File: config.mk
export PLATFORM = sky130hd
export DESIGN_NAME = dco_chan_org
export DESIGN_NICKNAME = d
export VERILOG_FILES = /design/src/dco_pkg.sv /design/src/dco_chan_org.sv
export VERILOG_INCLUDE_DIRS = /design/src
export SDC_FILE = /design/constraint.sdc
export NUM_CORES = 1
export LEC_CHECK = 0
export BUFFER_PORTS_ARGS = -buffer_cell sky130_fd_sc_hd__buf_2
export CORE_UTILIZATION = 58
export DETAILED_ROUTE_END_ITERATION = 10
export HOLD_SLACK_MARGIN = 0.03
export PLACE_DENSITY_LB_ADDON = 0.12
export SETUP_SLACK_MARGIN = 0.4
export SYNTH_ARGS = -nofsm -noshare
export SYNTH_HDL_FRONTEND = slang
export SYNTH_SLANG_ARGS = --single-unit
File: constraint.sdc
create_clock -name mclk -period 11.3 [get_ports mclk]
set_input_delay 2.26 -clock mclk [delete_from_list [all_inputs] [get_ports mclk]]
set_output_delay 2.26 -clock mclk [all_outputs]
set_load 0.01 [all_outputs]
File: src/dco_cfg.svh
// Constants for the DDR2 channel organisation block.
// Assumes inclusion by its bare name; holds definitions only.
`ifndef DCO_CFG_SVH
`define DCO_CFG_SVH
`define DCO_SEL_LSB 6
`define DCO_DCC_SEL_HI 10
`define DCO_DCC_SEL_LO 9
`define DCO_BND_LSB 25
`define DCO_AP_BIT 10
`define DCO_COL_TOP 9
`define DCO_MAX_RANK_DUAL 3'h2
`define DCO_MAX_RANK_SINGLE 3'h3
`define DCO_MIN_UNITS 9'h004
`define DCO_MAX_UNITS 9'h080
`define DCO_TECH_MAX 2'h2
`endif

File: src/dco_pkg.sv
// Types shared by the DDR2 channel organisation block.
// Assumes dco_cfg.svh supplies the numeric constants.
package dco_pkg;
    typedef enum logic [1:0] {
        DCO_SINGLE = 2'b00,
        DCO_SYM = 2'b01,
        DCO_ASYM = 2'b10
    } dco_mode_t;
    typedef enum logic [1:0] {
        DCO_F400 = 2'b00,
        DCO_F533 = 2'b01,
        DCO_F667 = 2'b10
    } dco_freq_t;
    typedef struct packed {
        logic [1:0] tech;
        logic x16;
        logic page8k;
    } dco_rank_cfg_t;
    typedef struct packed {
        logic [31:6] line;
        logic [1:0] rank;
        logic [13:0] col;
        logic page8k;
    } dco_cmd_t;
endpackage : dco_pkg

File: src/dco_chan_org.sv
// Channel organisation and address steering for a two channel DDR2 controller.
// Assumes a host that holds a cache-line request until acknowledged, and channel
// back ends that pulse a done input when the read data of an issued request returns.
//
// Summary of operation
// - Single, dual symmetric and dual asymmetric organisations, one module per channel.
// - Each channel is 64 bits wide at 400, 533 or 667 MHz.
// - Symmetric mode alternates channels every 1, 2, 4 or 8 64-byte cache lines.
// - Channel select address bit chosen by channel control bits 10:9.
// - A request to the idle channel issues while the other awaits data.
// - Symmetric with control bits 10:9 zero: consecutive lines land on opposite channels and can run together.
// - Asymmetric fills channel A to its top, then channel B upward.
// - Asymmetric works with any rank or whole channel empty.
// - 256 Mb, 512 Mb and 1 Gb devices, x8 and x16, supported.
// - Page size 4K or 8K chosen per rank in every mode.
// - Dual channel allows one or two ranks per channel, four total.
// - Single channel allows one, two or three ranks.
// - Memory frequency is the lowest of the installed modules on channel A and, in dual modes, channel B.
// - Single channel mode uses channel A only.
// - Decoded capacity spans 128 MB to 4 GB.
// - Reduced variant: one soldered 400 MHz channel, x16 devices only.
// - Column address bit 10 always carries auto-precharge.
`timescale 1ns/10ps
`include "dco_cfg.svh"

module dco_chan_org
    import dco_pkg::*;
#(
    parameter int RANKS = 4
) (
    input wire logic mclk,
    input wire logic nrst,
    input wire logic [1:0] cfg_mode,
    input wire logic reduced_variant,
    input wire logic [10:0] dram_channel_control,
    input wire logic [7:0] rank_upper_boundary_a [RANKS],
    input wire logic [7:0] rank_upper_boundary_b [RANKS],
    input wire dco_rank_cfg_t rank_cfg_a [RANKS],
    input wire dco_rank_cfg_t rank_cfg_b [RANKS],
    input wire logic slot_pop_a,
    input wire logic slot_pop_b,
    input wire logic [1:0] spd_freq_a,
    input wire logic [1:0] spd_freq_b,
    input wire logic req_valid,
    input wire logic [31:6] req_addr,
    input wire logic req_ap,
    input wire logic cha_done,
    input wire logic chb_done,
    output logic req_ack,
    output logic addr_err,
    output logic cha_cmd_valid,
    output dco_cmd_t cha_cmd,
    output logic chb_cmd_valid,
    output dco_cmd_t chb_cmd,
    output logic [1:0] mem_freq,
    output logic cfg_err
);

    // ************************************************
    // Address decode
    // ************************************************
    dco_mode_t mode;
    logic [1:0] sel;
    logic [7:0] top_a;
    logic [7:0] top_b;
    logic sym_ch;
    logic in_a;
    logic tgt_ch;
    logic [31:6] sym_local;
    logic [31:6] local_addr;
    logic [31:6] rank_off;
    logic [1:0] hit_rank;
    logic hit;
    logic page8k;
    logic [13:0] col;
    logic go;
    logic issue;
    logic req_ack_q;
    logic addr_err_q;
    logic cha_cmd_valid_q;
    logic chb_cmd_valid_q;
    dco_cmd_t cha_cmd_q;
    dco_cmd_t chb_cmd_q;
    dco_cmd_t cmd_d;
    logic busy_a_q;
    logic busy_b_q;
    logic [1:0] mem_freq_q;
    logic [1:0] mem_freq_d;
    logic cfg_err_q;
    logic cfg_err_d;

    assign mode = dco_mode_t'(cfg_mode);
    assign sel = dram_channel_control[`DCO_DCC_SEL_HI:`DCO_DCC_SEL_LO];
    assign top_a = rank_upper_boundary_a[RANKS-1];
    assign top_b = rank_upper_boundary_b[RANKS-1];
    assign sym_ch = req_addr[`DCO_SEL_LSB + int'(sel)];

    // Drops the channel select bit to form the address inside one channel
    always_comb begin
        sym_local = '0;
        for (int i = 6; i < 31; i++) begin
            if (i < `DCO_SEL_LSB + int'(sel)) begin
                sym_local[i] = req_addr[i];
            end else begin
                sym_local[i] = req_addr[i+1];
            end
        end
    end

    assign in_a = {1'b0, req_addr[31:`DCO_BND_LSB]} < top_a;

    always_comb begin
        unique case (mode)
            DCO_SYM: begin
                tgt_ch = sym_ch;
                local_addr = sym_local;
            end
            DCO_ASYM: begin
                tgt_ch = !in_a;
                local_addr = in_a ? req_addr : req_addr - {top_a[6:0], 19'h00000};
            end
            default: begin
                tgt_ch = 1'b0;
                local_addr = req_addr;
            end
        endcase
    end

    // First rank whose cumulative boundary lies above the address
    always_comb begin
        hit = 1'b0;
        hit_rank = '0;
        rank_off = local_addr;
        page8k = 1'b0;
        for (int r = RANKS - 1; r >= 0; r--) begin
            if (tgt_ch == 1'b0 && {1'b0, local_addr[31:`DCO_BND_LSB]} < rank_upper_boundary_a[r]) begin
                hit = 1'b1;
                hit_rank = 2'(r);
                page8k = rank_cfg_a[r].page8k;
                rank_off = local_addr - (r == 0 ? 26'h0 : {rank_upper_boundary_a[r > 0 ? r - 1 : 0][6:0], 19'h00000});
            end
            if (tgt_ch == 1'b1 && {1'b0, local_addr[31:`DCO_BND_LSB]} < rank_upper_boundary_b[r]) begin
                hit = 1'b1;
                hit_rank = 2'(r);
                page8k = rank_cfg_b[r].page8k;
                rank_off = local_addr - (r == 0 ? 26'h0 : {rank_upper_boundary_b[r > 0 ? r - 1 : 0][6:0], 19'h00000});
            end
        end
    end

    always_comb begin
        col = {4'h0, rank_off[12:6], 3'h0};
        col[`DCO_AP_BIT] = req_ap;
        if (!page8k) begin
            col[`DCO_COL_TOP] = 1'b0;
        end
    end

    assign cmd_d = '{line: rank_off, rank: hit_rank, col: col, page8k: page8k};
    assign go = req_valid && !req_ack_q && !(hit && (tgt_ch ? busy_b_q : busy_a_q));
    assign issue = go && hit && !cfg_err_q;

    // ************************************************
    // Request issue and channel occupancy
    // ************************************************
    always_ff @(posedge mclk) begin
        if (!nrst) begin
            req_ack_q <= 1'b0;
            addr_err_q <= 1'b0;
        end else begin
            req_ack_q <= go;
            addr_err_q <= go && !issue;
        end
    end

    always_ff @(posedge mclk) begin
        if (!nrst) begin
            cha_cmd_valid_q <= 1'b0;
            chb_cmd_valid_q <= 1'b0;
            cha_cmd_q <= '0;
            chb_cmd_q <= '0;
        end else begin
            cha_cmd_valid_q <= issue && !tgt_ch;
            chb_cmd_valid_q <= issue && tgt_ch;
            if (issue && !tgt_ch) begin
                cha_cmd_q <= cmd_d;
            end
            if (issue && tgt_ch) begin
                chb_cmd_q <= cmd_d;
            end
        end
    end

    // A new issue wins over a done arriving in the same cycle
    always_ff @(posedge mclk) begin
        if (!nrst) begin
            busy_a_q <= 1'b0;
            busy_b_q <= 1'b0;
        end else begin
            busy_a_q <= (issue && !tgt_ch) || (busy_a_q && !cha_done);
            busy_b_q <= (issue && tgt_ch) || (busy_b_q && !chb_done);
        end
    end

    // ************************************************
    // Memory frequency
    // ************************************************
    always_comb begin
        mem_freq_d = DCO_F667;
        if (slot_pop_a && spd_freq_a < mem_freq_d) begin
            mem_freq_d = spd_freq_a;
        end
        if (mode != DCO_SINGLE && slot_pop_b && spd_freq_b < mem_freq_d) begin
            mem_freq_d = spd_freq_b;
        end
        if (reduced_variant || !(slot_pop_a || slot_pop_b)) begin
            mem_freq_d = DCO_F400;
        end
    end

    always_ff @(posedge mclk) begin
        if (!nrst) begin
            mem_freq_q <= DCO_F400;
        end else begin
            mem_freq_q <= mem_freq_d;
        end
    end

    // ************************************************
    // Configuration checking
    // ************************************************
    always_comb begin
        logic [2:0] cnt_a;
        logic [2:0] cnt_b;
        logic [8:0] total;
        logic x8_a;
        logic x16_a;
        logic x8_b;
        logic x16_b;
        cnt_a = '0;
        cnt_b = '0;
        x8_a = 1'b0;
        x16_a = 1'b0;
        x8_b = 1'b0;
        x16_b = 1'b0;
        total = (mode == DCO_SINGLE) ? {1'b0, top_a} : {1'b0, top_a} + {1'b0, top_b};
        cfg_err_d = 1'b0;
        for (int r = 0; r < RANKS; r++) begin
            if (rank_upper_boundary_a[r] > (r == 0 ? 8'h00 : rank_upper_boundary_a[r > 0 ? r - 1 : 0])) begin
                cnt_a = cnt_a + 3'h1;
                x8_a = x8_a | !rank_cfg_a[r].x16;
                x16_a = x16_a | rank_cfg_a[r].x16;
                cfg_err_d = cfg_err_d | (rank_cfg_a[r].tech > `DCO_TECH_MAX);
            end
            if (rank_upper_boundary_b[r] > (r == 0 ? 8'h00 : rank_upper_boundary_b[r > 0 ? r - 1 : 0])) begin
                cnt_b = cnt_b + 3'h1;
                x8_b = x8_b | !rank_cfg_b[r].x16;
                x16_b = x16_b | rank_cfg_b[r].x16;
                cfg_err_d = cfg_err_d | (rank_cfg_b[r].tech > `DCO_TECH_MAX);
            end
        end
        if (cfg_mode == 2'b11) begin
            cfg_err_d = 1'b1;
        end
        if (mode == DCO_SINGLE && cnt_a > `DCO_MAX_RANK_SINGLE) begin
            cfg_err_d = 1'b1;
        end
        if (mode != DCO_SINGLE && (cnt_a > `DCO_MAX_RANK_DUAL || cnt_b > `DCO_MAX_RANK_DUAL)) begin
            cfg_err_d = 1'b1;
        end
        if (total < `DCO_MIN_UNITS || total > `DCO_MAX_UNITS) begin
            cfg_err_d = 1'b1;
        end
        if (mode == DCO_SYM && (top_a != top_b || !slot_pop_a || !slot_pop_b)) begin
            cfg_err_d = 1'b1;
        end
        if ((x8_a && x16_a) || (x8_b && x16_b)) begin
            cfg_err_d = 1'b1;
        end
        if (reduced_variant && (mode != DCO_SINGLE || x8_a)) begin
            cfg_err_d = 1'b1;
        end
    end

    always_ff @(posedge mclk) begin
        if (!nrst) begin
            cfg_err_q <= 1'b0;
        end else begin
            cfg_err_q <= cfg_err_d;
        end
    end
    assign req_ack = req_ack_q;
    assign addr_err = addr_err_q;
    assign cha_cmd_valid = cha_cmd_valid_q;
    assign chb_cmd_valid = chb_cmd_valid_q;
    assign cha_cmd = cha_cmd_q;
    assign chb_cmd = chb_cmd_q;
    assign mem_freq = mem_freq_q;
    assign cfg_err = cfg_err_q;
endmodule : dco_chan_org

* Yosys cells after proc, flatten, opt, wreduce, memory -nomap -nowiden *
Cells that the tools add are included.

cells by class
  order comparisons = 58
  $add $sub $neg = 15
  muxes and demuxes = 107
  bitwise operators = 21
  reduce and logical (&&, ||, !) cells = 59
  equal/unequal tests = 4

operators by type and width
  cell                                                                   number
  6-bit by 32-bit < comparator with 1-bit output, first input constant   14
  5-bit by 32-bit < comparator with 1-bit output, first input constant   8
  26-bit two-way mux                                                     9
  26-bit subtractor                                                      7
  1-bit two-way mux                                                      78
  7-bit by 8-bit < comparator with 1-bit output                          9
  4-bit by 32-bit < comparator with 1-bit output, first input constant   2
  26-bit case mux with 2 select lines                                    1
  8-bit > comparator                                                     6
  32-bit by 7-bit < comparator with 1-bit output, second input constant  1
  1-bit logical AND                                                      27
  2-bit two-way mux                                                      10
  1-bit logical NOT                                                      19
  1-bit OR                                                               19
  3-bit by 1-bit adder with 3-bit output, second input constant          6
  3-bit two-way mux                                                      6
  2-bit > comparator, second input constant                              8
  8-bit by 1-bit > comparator with 1-bit output, second input constant   2
  1-bit logical OR                                                       10
  8-bit by 8-bit adder with 9-bit output                                 1
  3-bit by 2-bit > comparator with 1-bit output, second input constant   3
  9-bit by 8-bit > comparator with 1-bit output, second input constant   1
  9-bit by 3-bit < comparator with 1-bit output, second input constant   1
  9-bit two-way mux                                                      1
  other kinds (13)                                                       15

word-level totals
  flip-flop bits (word level) = 83
  input port bits = 148
  word-level logic and storage cells = 280
  output and inout bits = 93

* Longest topological paths before layout *
  depth in word-level cells = 23
  depth in mapped cells = 21
  gate-level depth less buffers = 18

* Worst setup path after synthesis *
Ideal clock, no wire load.

  path kind = in2reg
  start = input req_addr[25] in the netlist's numbering
  end = register cha_cmd_q, in the netlist cha_cmd[41]
  data required time = 11176 ps
  path buffers = 0
  slack = 4546 ps
  stages on the path = 18
  setup time = 124 ps
  data arrival time = 6630 ps
  cells stage by stage = inv_1 > ha_1 > fa_1 > nand2b_1 > a21oi_1 > nor3_1 > o31a_1 > a222oi_1 > inv_1 > ha_1 > a211oi_1 > o2111ai_1 > a31o_2 > o2111ai_1 > nand2_1 > a2111o_1 > a31oi_1 > o22ai_1

on the way
  word-level cells in the longest chain between the ends = 20
  elaborated cells between the ends (all ways) = 58
  those cells by class = 7 x add/sub; 9 x order compare; 25 x mux; 1 x bitwise; 16 x reduce/logical

RTL lines
  item                                                                        line                 source
  start, declared                                                             dco_chan_org.sv:45   input wire logic [31:6] req_addr,
  parallel branches: the longest is 20 deep, another holds 26-bit subtractor  -
  end signal, assigned                                                        dco_chan_org.sv:186  cha_cmd_q <= cmd_d;
  end, declared                                                               dco_chan_org.sv:82   dco_cmd_t cha_cmd_q;

Parallel ways; which one is timed is not known. The select of a mux whose other input is x is not followed.
A chain may end at the register's enable or synchronous reset.

* Worst setup path after layout *
  start = input req_addr[25] in the netlist's numbering
  end = register cha_cmd_q, in the netlist cha_cmd[26]

Same word-level chain as after synthesis.

==> results.json <==
{
  "die_w_um": 121.8,
  "post_synth_num_cell_types": 79,
  "cts.clk_slew.worst_paths_ns": 0.07,
  "hold_path_depth": 2,
  "cellLeakagePower_nw": 4.770,
  "synth_edf_count": 0,
  "worst_r2r_endpoint": "cha_cmd[26]$_SDFFE_PN0P_",
  "grt_util_all_layers_pct": 34.94,
  "timing.final.hold_violations": 0,
  "initial_core_util_pct": 59.76,
  "regToRegStartpoint": "cfg_err$_SDFF_PN0_",
  "unrepaired_setup_endpoints_after_global_routing": "no",
  "route.detailed.drc": 0,
  "synth.cell_area_um2": 8327,
  "status": "completed",
  "seq_area_frac_synth_pct": 17.07,
  "core_um2": 13930,
  "timing.max_cap.violations": 0,
  "final_nets": 1544,
  "synth_area_per_cell_um2": 7.789,
  "drive_above_1_share_pct": 21.34,
  "post-place-cells": 1429,
  "fin_cells": 1445,
  "numCtsBuffers": 9,
  "number_of_global_route_vias_before_repair": 8064,
  "pin_count": 241,
  "ys_async_sr_fraction_pct": 0,
  "clock_tree.root_cell": "sky130_fd_sc_hd__clkbuf_16",
  "max-slew-margin-rel_pct": 35.81,
  "power_density_nw_per_um2": 107.4,
  "synth.ff_latch_count": 71,
  "transition_time_of_the_tightest_slew_check_pin_ns": 0.9628,
  "largest_net_degree_at_the_start_of_global_routing": 37,
  "critPathLaunchType": "input pin",
  "achievable-frequency_ghz": 0.1156,
  "n_antenna_cell": 0,
  "post-dp-hpwl_um": 20900,
  "primary_ff_master_synth": "sky130_fd_sc_hd__dfxtp_1",
  "grt_first_pass_wirelength_um": 40160,
  "timing.setup.tns_ns": 0,
  "clock-skew-final_ns": 0.01507,
  "die_y_um": 121.8,
  "globalplace.congestion": 1.026,
  "num_vias": 8851,
  "post-cts-setup-buffers": 0,
  "area.growth.synth_to_final_pct": 16.74,
  "worst-endpoint-required_ns": 11.55,
  "ff2ff_setup_slack_ns": 8.74,
  "postRouteAntennaNets": 0,
  "cts_max_level": 3,
  "min-delay-start": "cha_cmd[41]$_SDFFE_PN0P_",
  "rr_worst_depth": 5,
  "worstSkewPairLatency_ns": 0.34,
  "path_class": "in2reg",
  "crit_path_end_kind": "flop",
  "cts-hold-fix-buffers": 0,
  "gr-total-overflow": 0,
  "avgRoutedWirePerCell_um": 17.91,
  "post_synthesis_instance_total": 1069,
  "critical_path_peak_fanout": 36,
  "timing.hold.worst.class": "reg2reg",
  "first_iter_violations": 617,
  "antenna_found_initial": 0,
  "worstPathArrival_ns": 8.90,
  "timing.final.crit_share_pct": 76.57,
  "clock_tree.buffer_depth": 2,
  "totalWireLength_um": 25890,
  "tritoncts_clock_tree": "yes",
  "period_minus_slack_ns": 8.653,
  "hold_end": "cha_cmd[41]$_SDFFE_PN0P_",
  "number_of_detailed_route_iterations_in_the_first_pass": 5,
  "clock-sinks": 71,
  "setup_viol_count_final": 0,
  "floorplan.rows": 43,
  "drv_slew": 0,
  "yosysWarningCount": 0,
  "worst_ir_drop_vdd_mv": 0.08536,
  "port-buffer-count": 219,
  "drt-vias-per-instance": 6.125,
  "die_area_um2": 14840,
  "cts_resized": 0
}
-- metal layers --
metal | vias to the layer above | wire length, µm | track usage (%) | share of wire, %
li1 | 4318 | - | - | -
met1 | 4065 | 10740 | 43.76 | 41
met2 | 399 | 12180 | 59.89 | 47
met3 | 69 | 1920 | 4.494 | 7.4
met4 | 0 | 1044 | 14.74 | 4.0
met5 | - | 0 | 0 | 0
-- worst max-delay path, cell delays in order --
cell and delay (ns):
sky130_fd_sc_hd__buf_2 0.13, sky130_fd_sc_hd__inv_1 0.08, sky130_fd_sc_hd__ha_1 0.21, sky130_fd_sc_hd__fa_1 0.40, sky130_fd_sc_hd__nand2b_1 0.24, sky130_fd_sc_hd__a21oi_1 0.32
sky130_fd_sc_hd__nor3_1 0.09, sky130_fd_sc_hd__o31a_1 0.41, sky130_fd_sc_hd__a222oi_1 0.75, sky130_fd_sc_hd__inv_1 0.49, sky130_fd_sc_hd__ha_1 0.44, sky130_fd_sc_hd__a211oi_1 0.32
sky130_fd_sc_hd__o2111ai_1 0.24, sky130_fd_sc_hd__a31o_2 0.27, sky130_fd_sc_hd__o2111ai_1 0.23, sky130_fd_sc_hd__nand2_1 0.39, sky130_fd_sc_hd__a31oi_4 0.86, sky130_fd_sc_hd__buf_4 0.42
sky130_fd_sc_hd__nor2_1 0.09, sky130_fd_sc_hd__a211oi_1 0.24
-- cells in the mapped netlist, types with 4 or more instances --
cell type | n | area share (%)
sky130_fd_sc_hd__o31ai_1 | 4 | 0.36
sky130_fd_sc_hd__dfxtp_1 | 71 | 17
sky130_fd_sc_hd__nor2b_1 | 19 | 1.4
sky130_fd_sc_hd__nand3_1 | 33 | 2.0
sky130_fd_sc_hd__o221ai_1 | 5 | 0.53
sky130_fd_sc_hd__o2111ai_1 | 12 | 1.3
sky130_fd_sc_hd__ha_1 | 128 | 19
sky130_fd_sc_hd__fa_1 | 8 | 1.9
sky130_fd_sc_hd__clkbuf_1 | 20 | 0.90
sky130_fd_sc_hd__o21bai_1 | 8 | 0.72
sky130_fd_sc_hd__a22oi_1 | 25 | 2.3
sky130_fd_sc_hd__o21ai_0 | 51 | 3.1
sky130_fd_sc_hd__and3_1 | 8 | 0.60
sky130_fd_sc_hd__inv_1 | 106 | 4.8
sky130_fd_sc_hd__a31oi_1 | 10 | 0.75
sky130_fd_sc_hd__a211oi_1 | 56 | 5.0
sky130_fd_sc_hd__nor2_1 | 91 | 4.1
sky130_fd_sc_hd__mux2i_1 | 9 | 1.1
sky130_fd_sc_hd__a211o_1 | 5 | 0.53
sky130_fd_sc_hd__xnor2_1 | 17 | 1.8
sky130_fd_sc_hd__a21o_1 | 20 | 1.8
sky130_fd_sc_hd__nor4_1 | 6 | 0.45
sky130_fd_sc_hd__a21oi_1 | 67 | 4.0
sky130_fd_sc_hd__o21a_1 | 18 | 1.6
sky130_fd_sc_hd__nand2b_1 | 13 | 0.98
sky130_fd_sc_hd__o22ai_1 | 10 | 0.75
sky130_fd_sc_hd__a31o_2 | 5 | 0.53
sky130_fd_sc_hd__or3_1 | 6 | 0.45
sky130_fd_sc_hd__buf_4 | 32 | 2.9
sky130_fd_sc_hd__nor3_1 | 24 | 1.4
sky130_fd_sc_hd__buf_2 | 7 | 0.42
sky130_fd_sc_hd__nand2_1 | 60 | 2.7
sky130_fd_sc_hd__o211ai_1 | 14 | 1.3
sky130_fd_sc_hd__and2_1 | 11 | 0.83
sky130_fd_sc_hd__xor2_1 | 10 | 1.1
-- cells by family after synthesis --
logic type | synth area share (%)
buffers and inverters | 9.031
AND/OR/NAND/NOR | 17.27
flip-flops | 17.07
XOR/XNOR | 2.840
AO/OA/AOI/OAI | 30.80
adder cells (fa/ha/maj) | 21.16
other | 0.04504
multiplexers | 1.788
-- flip-flops by register name (all words and copies together), names as in the netlist --
| name | flops |
|---|---|
| cha_cmd | 31 |
| chb_cmd_valid | 1 |
| chb_cmd | 31 |
| busy_b_q | 1 |
| cfg_err | 1 |
| mem_freq | 2 |
| busy_a_q | 1 |
| cha_cmd_valid | 1 |
| addr_err | 1 |
| req_ack | 1 |
-- cells in the final DEF (no fill, tap or decap), drive strengths merged, types with 9 or more instances in the layout --
cell type and count:
nand3 33, mux2i 10, nor3 25, inv 110, nand2b 13, a31oi 12
a22oi 25, xor2 10, o211ai 14, and2 11, nor2b 19, o22ai 10
o21a 18, nand2 61, conb 12, a211oi 57, o2111ai 12, dfxtp 71
buf 229, a21oi 67, xnor2 17, nor2 91, a21o 20, o21ai 52
clkbuf 9, ha 128
-- area by class of cell --
cell class,count,area [µm²]
clock inverters,7,85.08
well taps,180,225.2
multi-input cells,843,6195
repair buffers,229,1171
inverters,106,397.9
flip-flops and latches,71,1421
clock buffers,9,225.2
fillers,1258,4214
-- power breakdown --
part | switching, W | total, W | leakage, nW | internal (W)
logic | 0.000282 | 0.000476 | 4.04 | 0.000194
registers | 0.00000612 | 0.000268 | 0.578 | 0.000262
clock network | 0.000125 | 0.000301 | 0.153 | 0.000176
total | 0.000413 | 0.00104 | 4.77 | 0.000631
-- how the worst max path moves through the flow --
stage	to	start	cells after the start	slack [ns]
final	cha_cmd[26]$_SDFFE_PN0P_	req_addr[25]	20	2.65
after global routing	cha_cmd[11]$_SDFFE_PN0P_	req_addr[25]	21	2.34
after global placement	cha_cmd[11]$_SDFFE_PN0P_	req_addr[25]	20	2.48
after detailed placement	cha_cmd[11]$_SDFFE_PN0P_	req_addr[25]	20	2.43
after CTS	cha_cmd[26]$_SDFFE_PN0P_	req_addr[25]	20	2.73
after floorplan	cha_cmd[41]$_SDFFE_PN0P_	req_addr[25]	18	4.55
-- stage by stage --
step                      area (µm²)  util, %  hold WS (ns)  setup slack [ns]  total power, W
after floorplan                 8368        -        0.4689             4.546       0.0006054
after CTS                       9721    69.76        0.4710             2.735        0.001039
after global routing            9721    69.76        0.4947             2.340        0.001110
after global placement          9410    67.53        0.4587             2.480       0.0007302
final                           9721    69.76        0.4674             2.647        0.001044
after detailed placement        9410    67.53        0.4600             2.427       0.0007377
(Power assumes the default switching activity.)
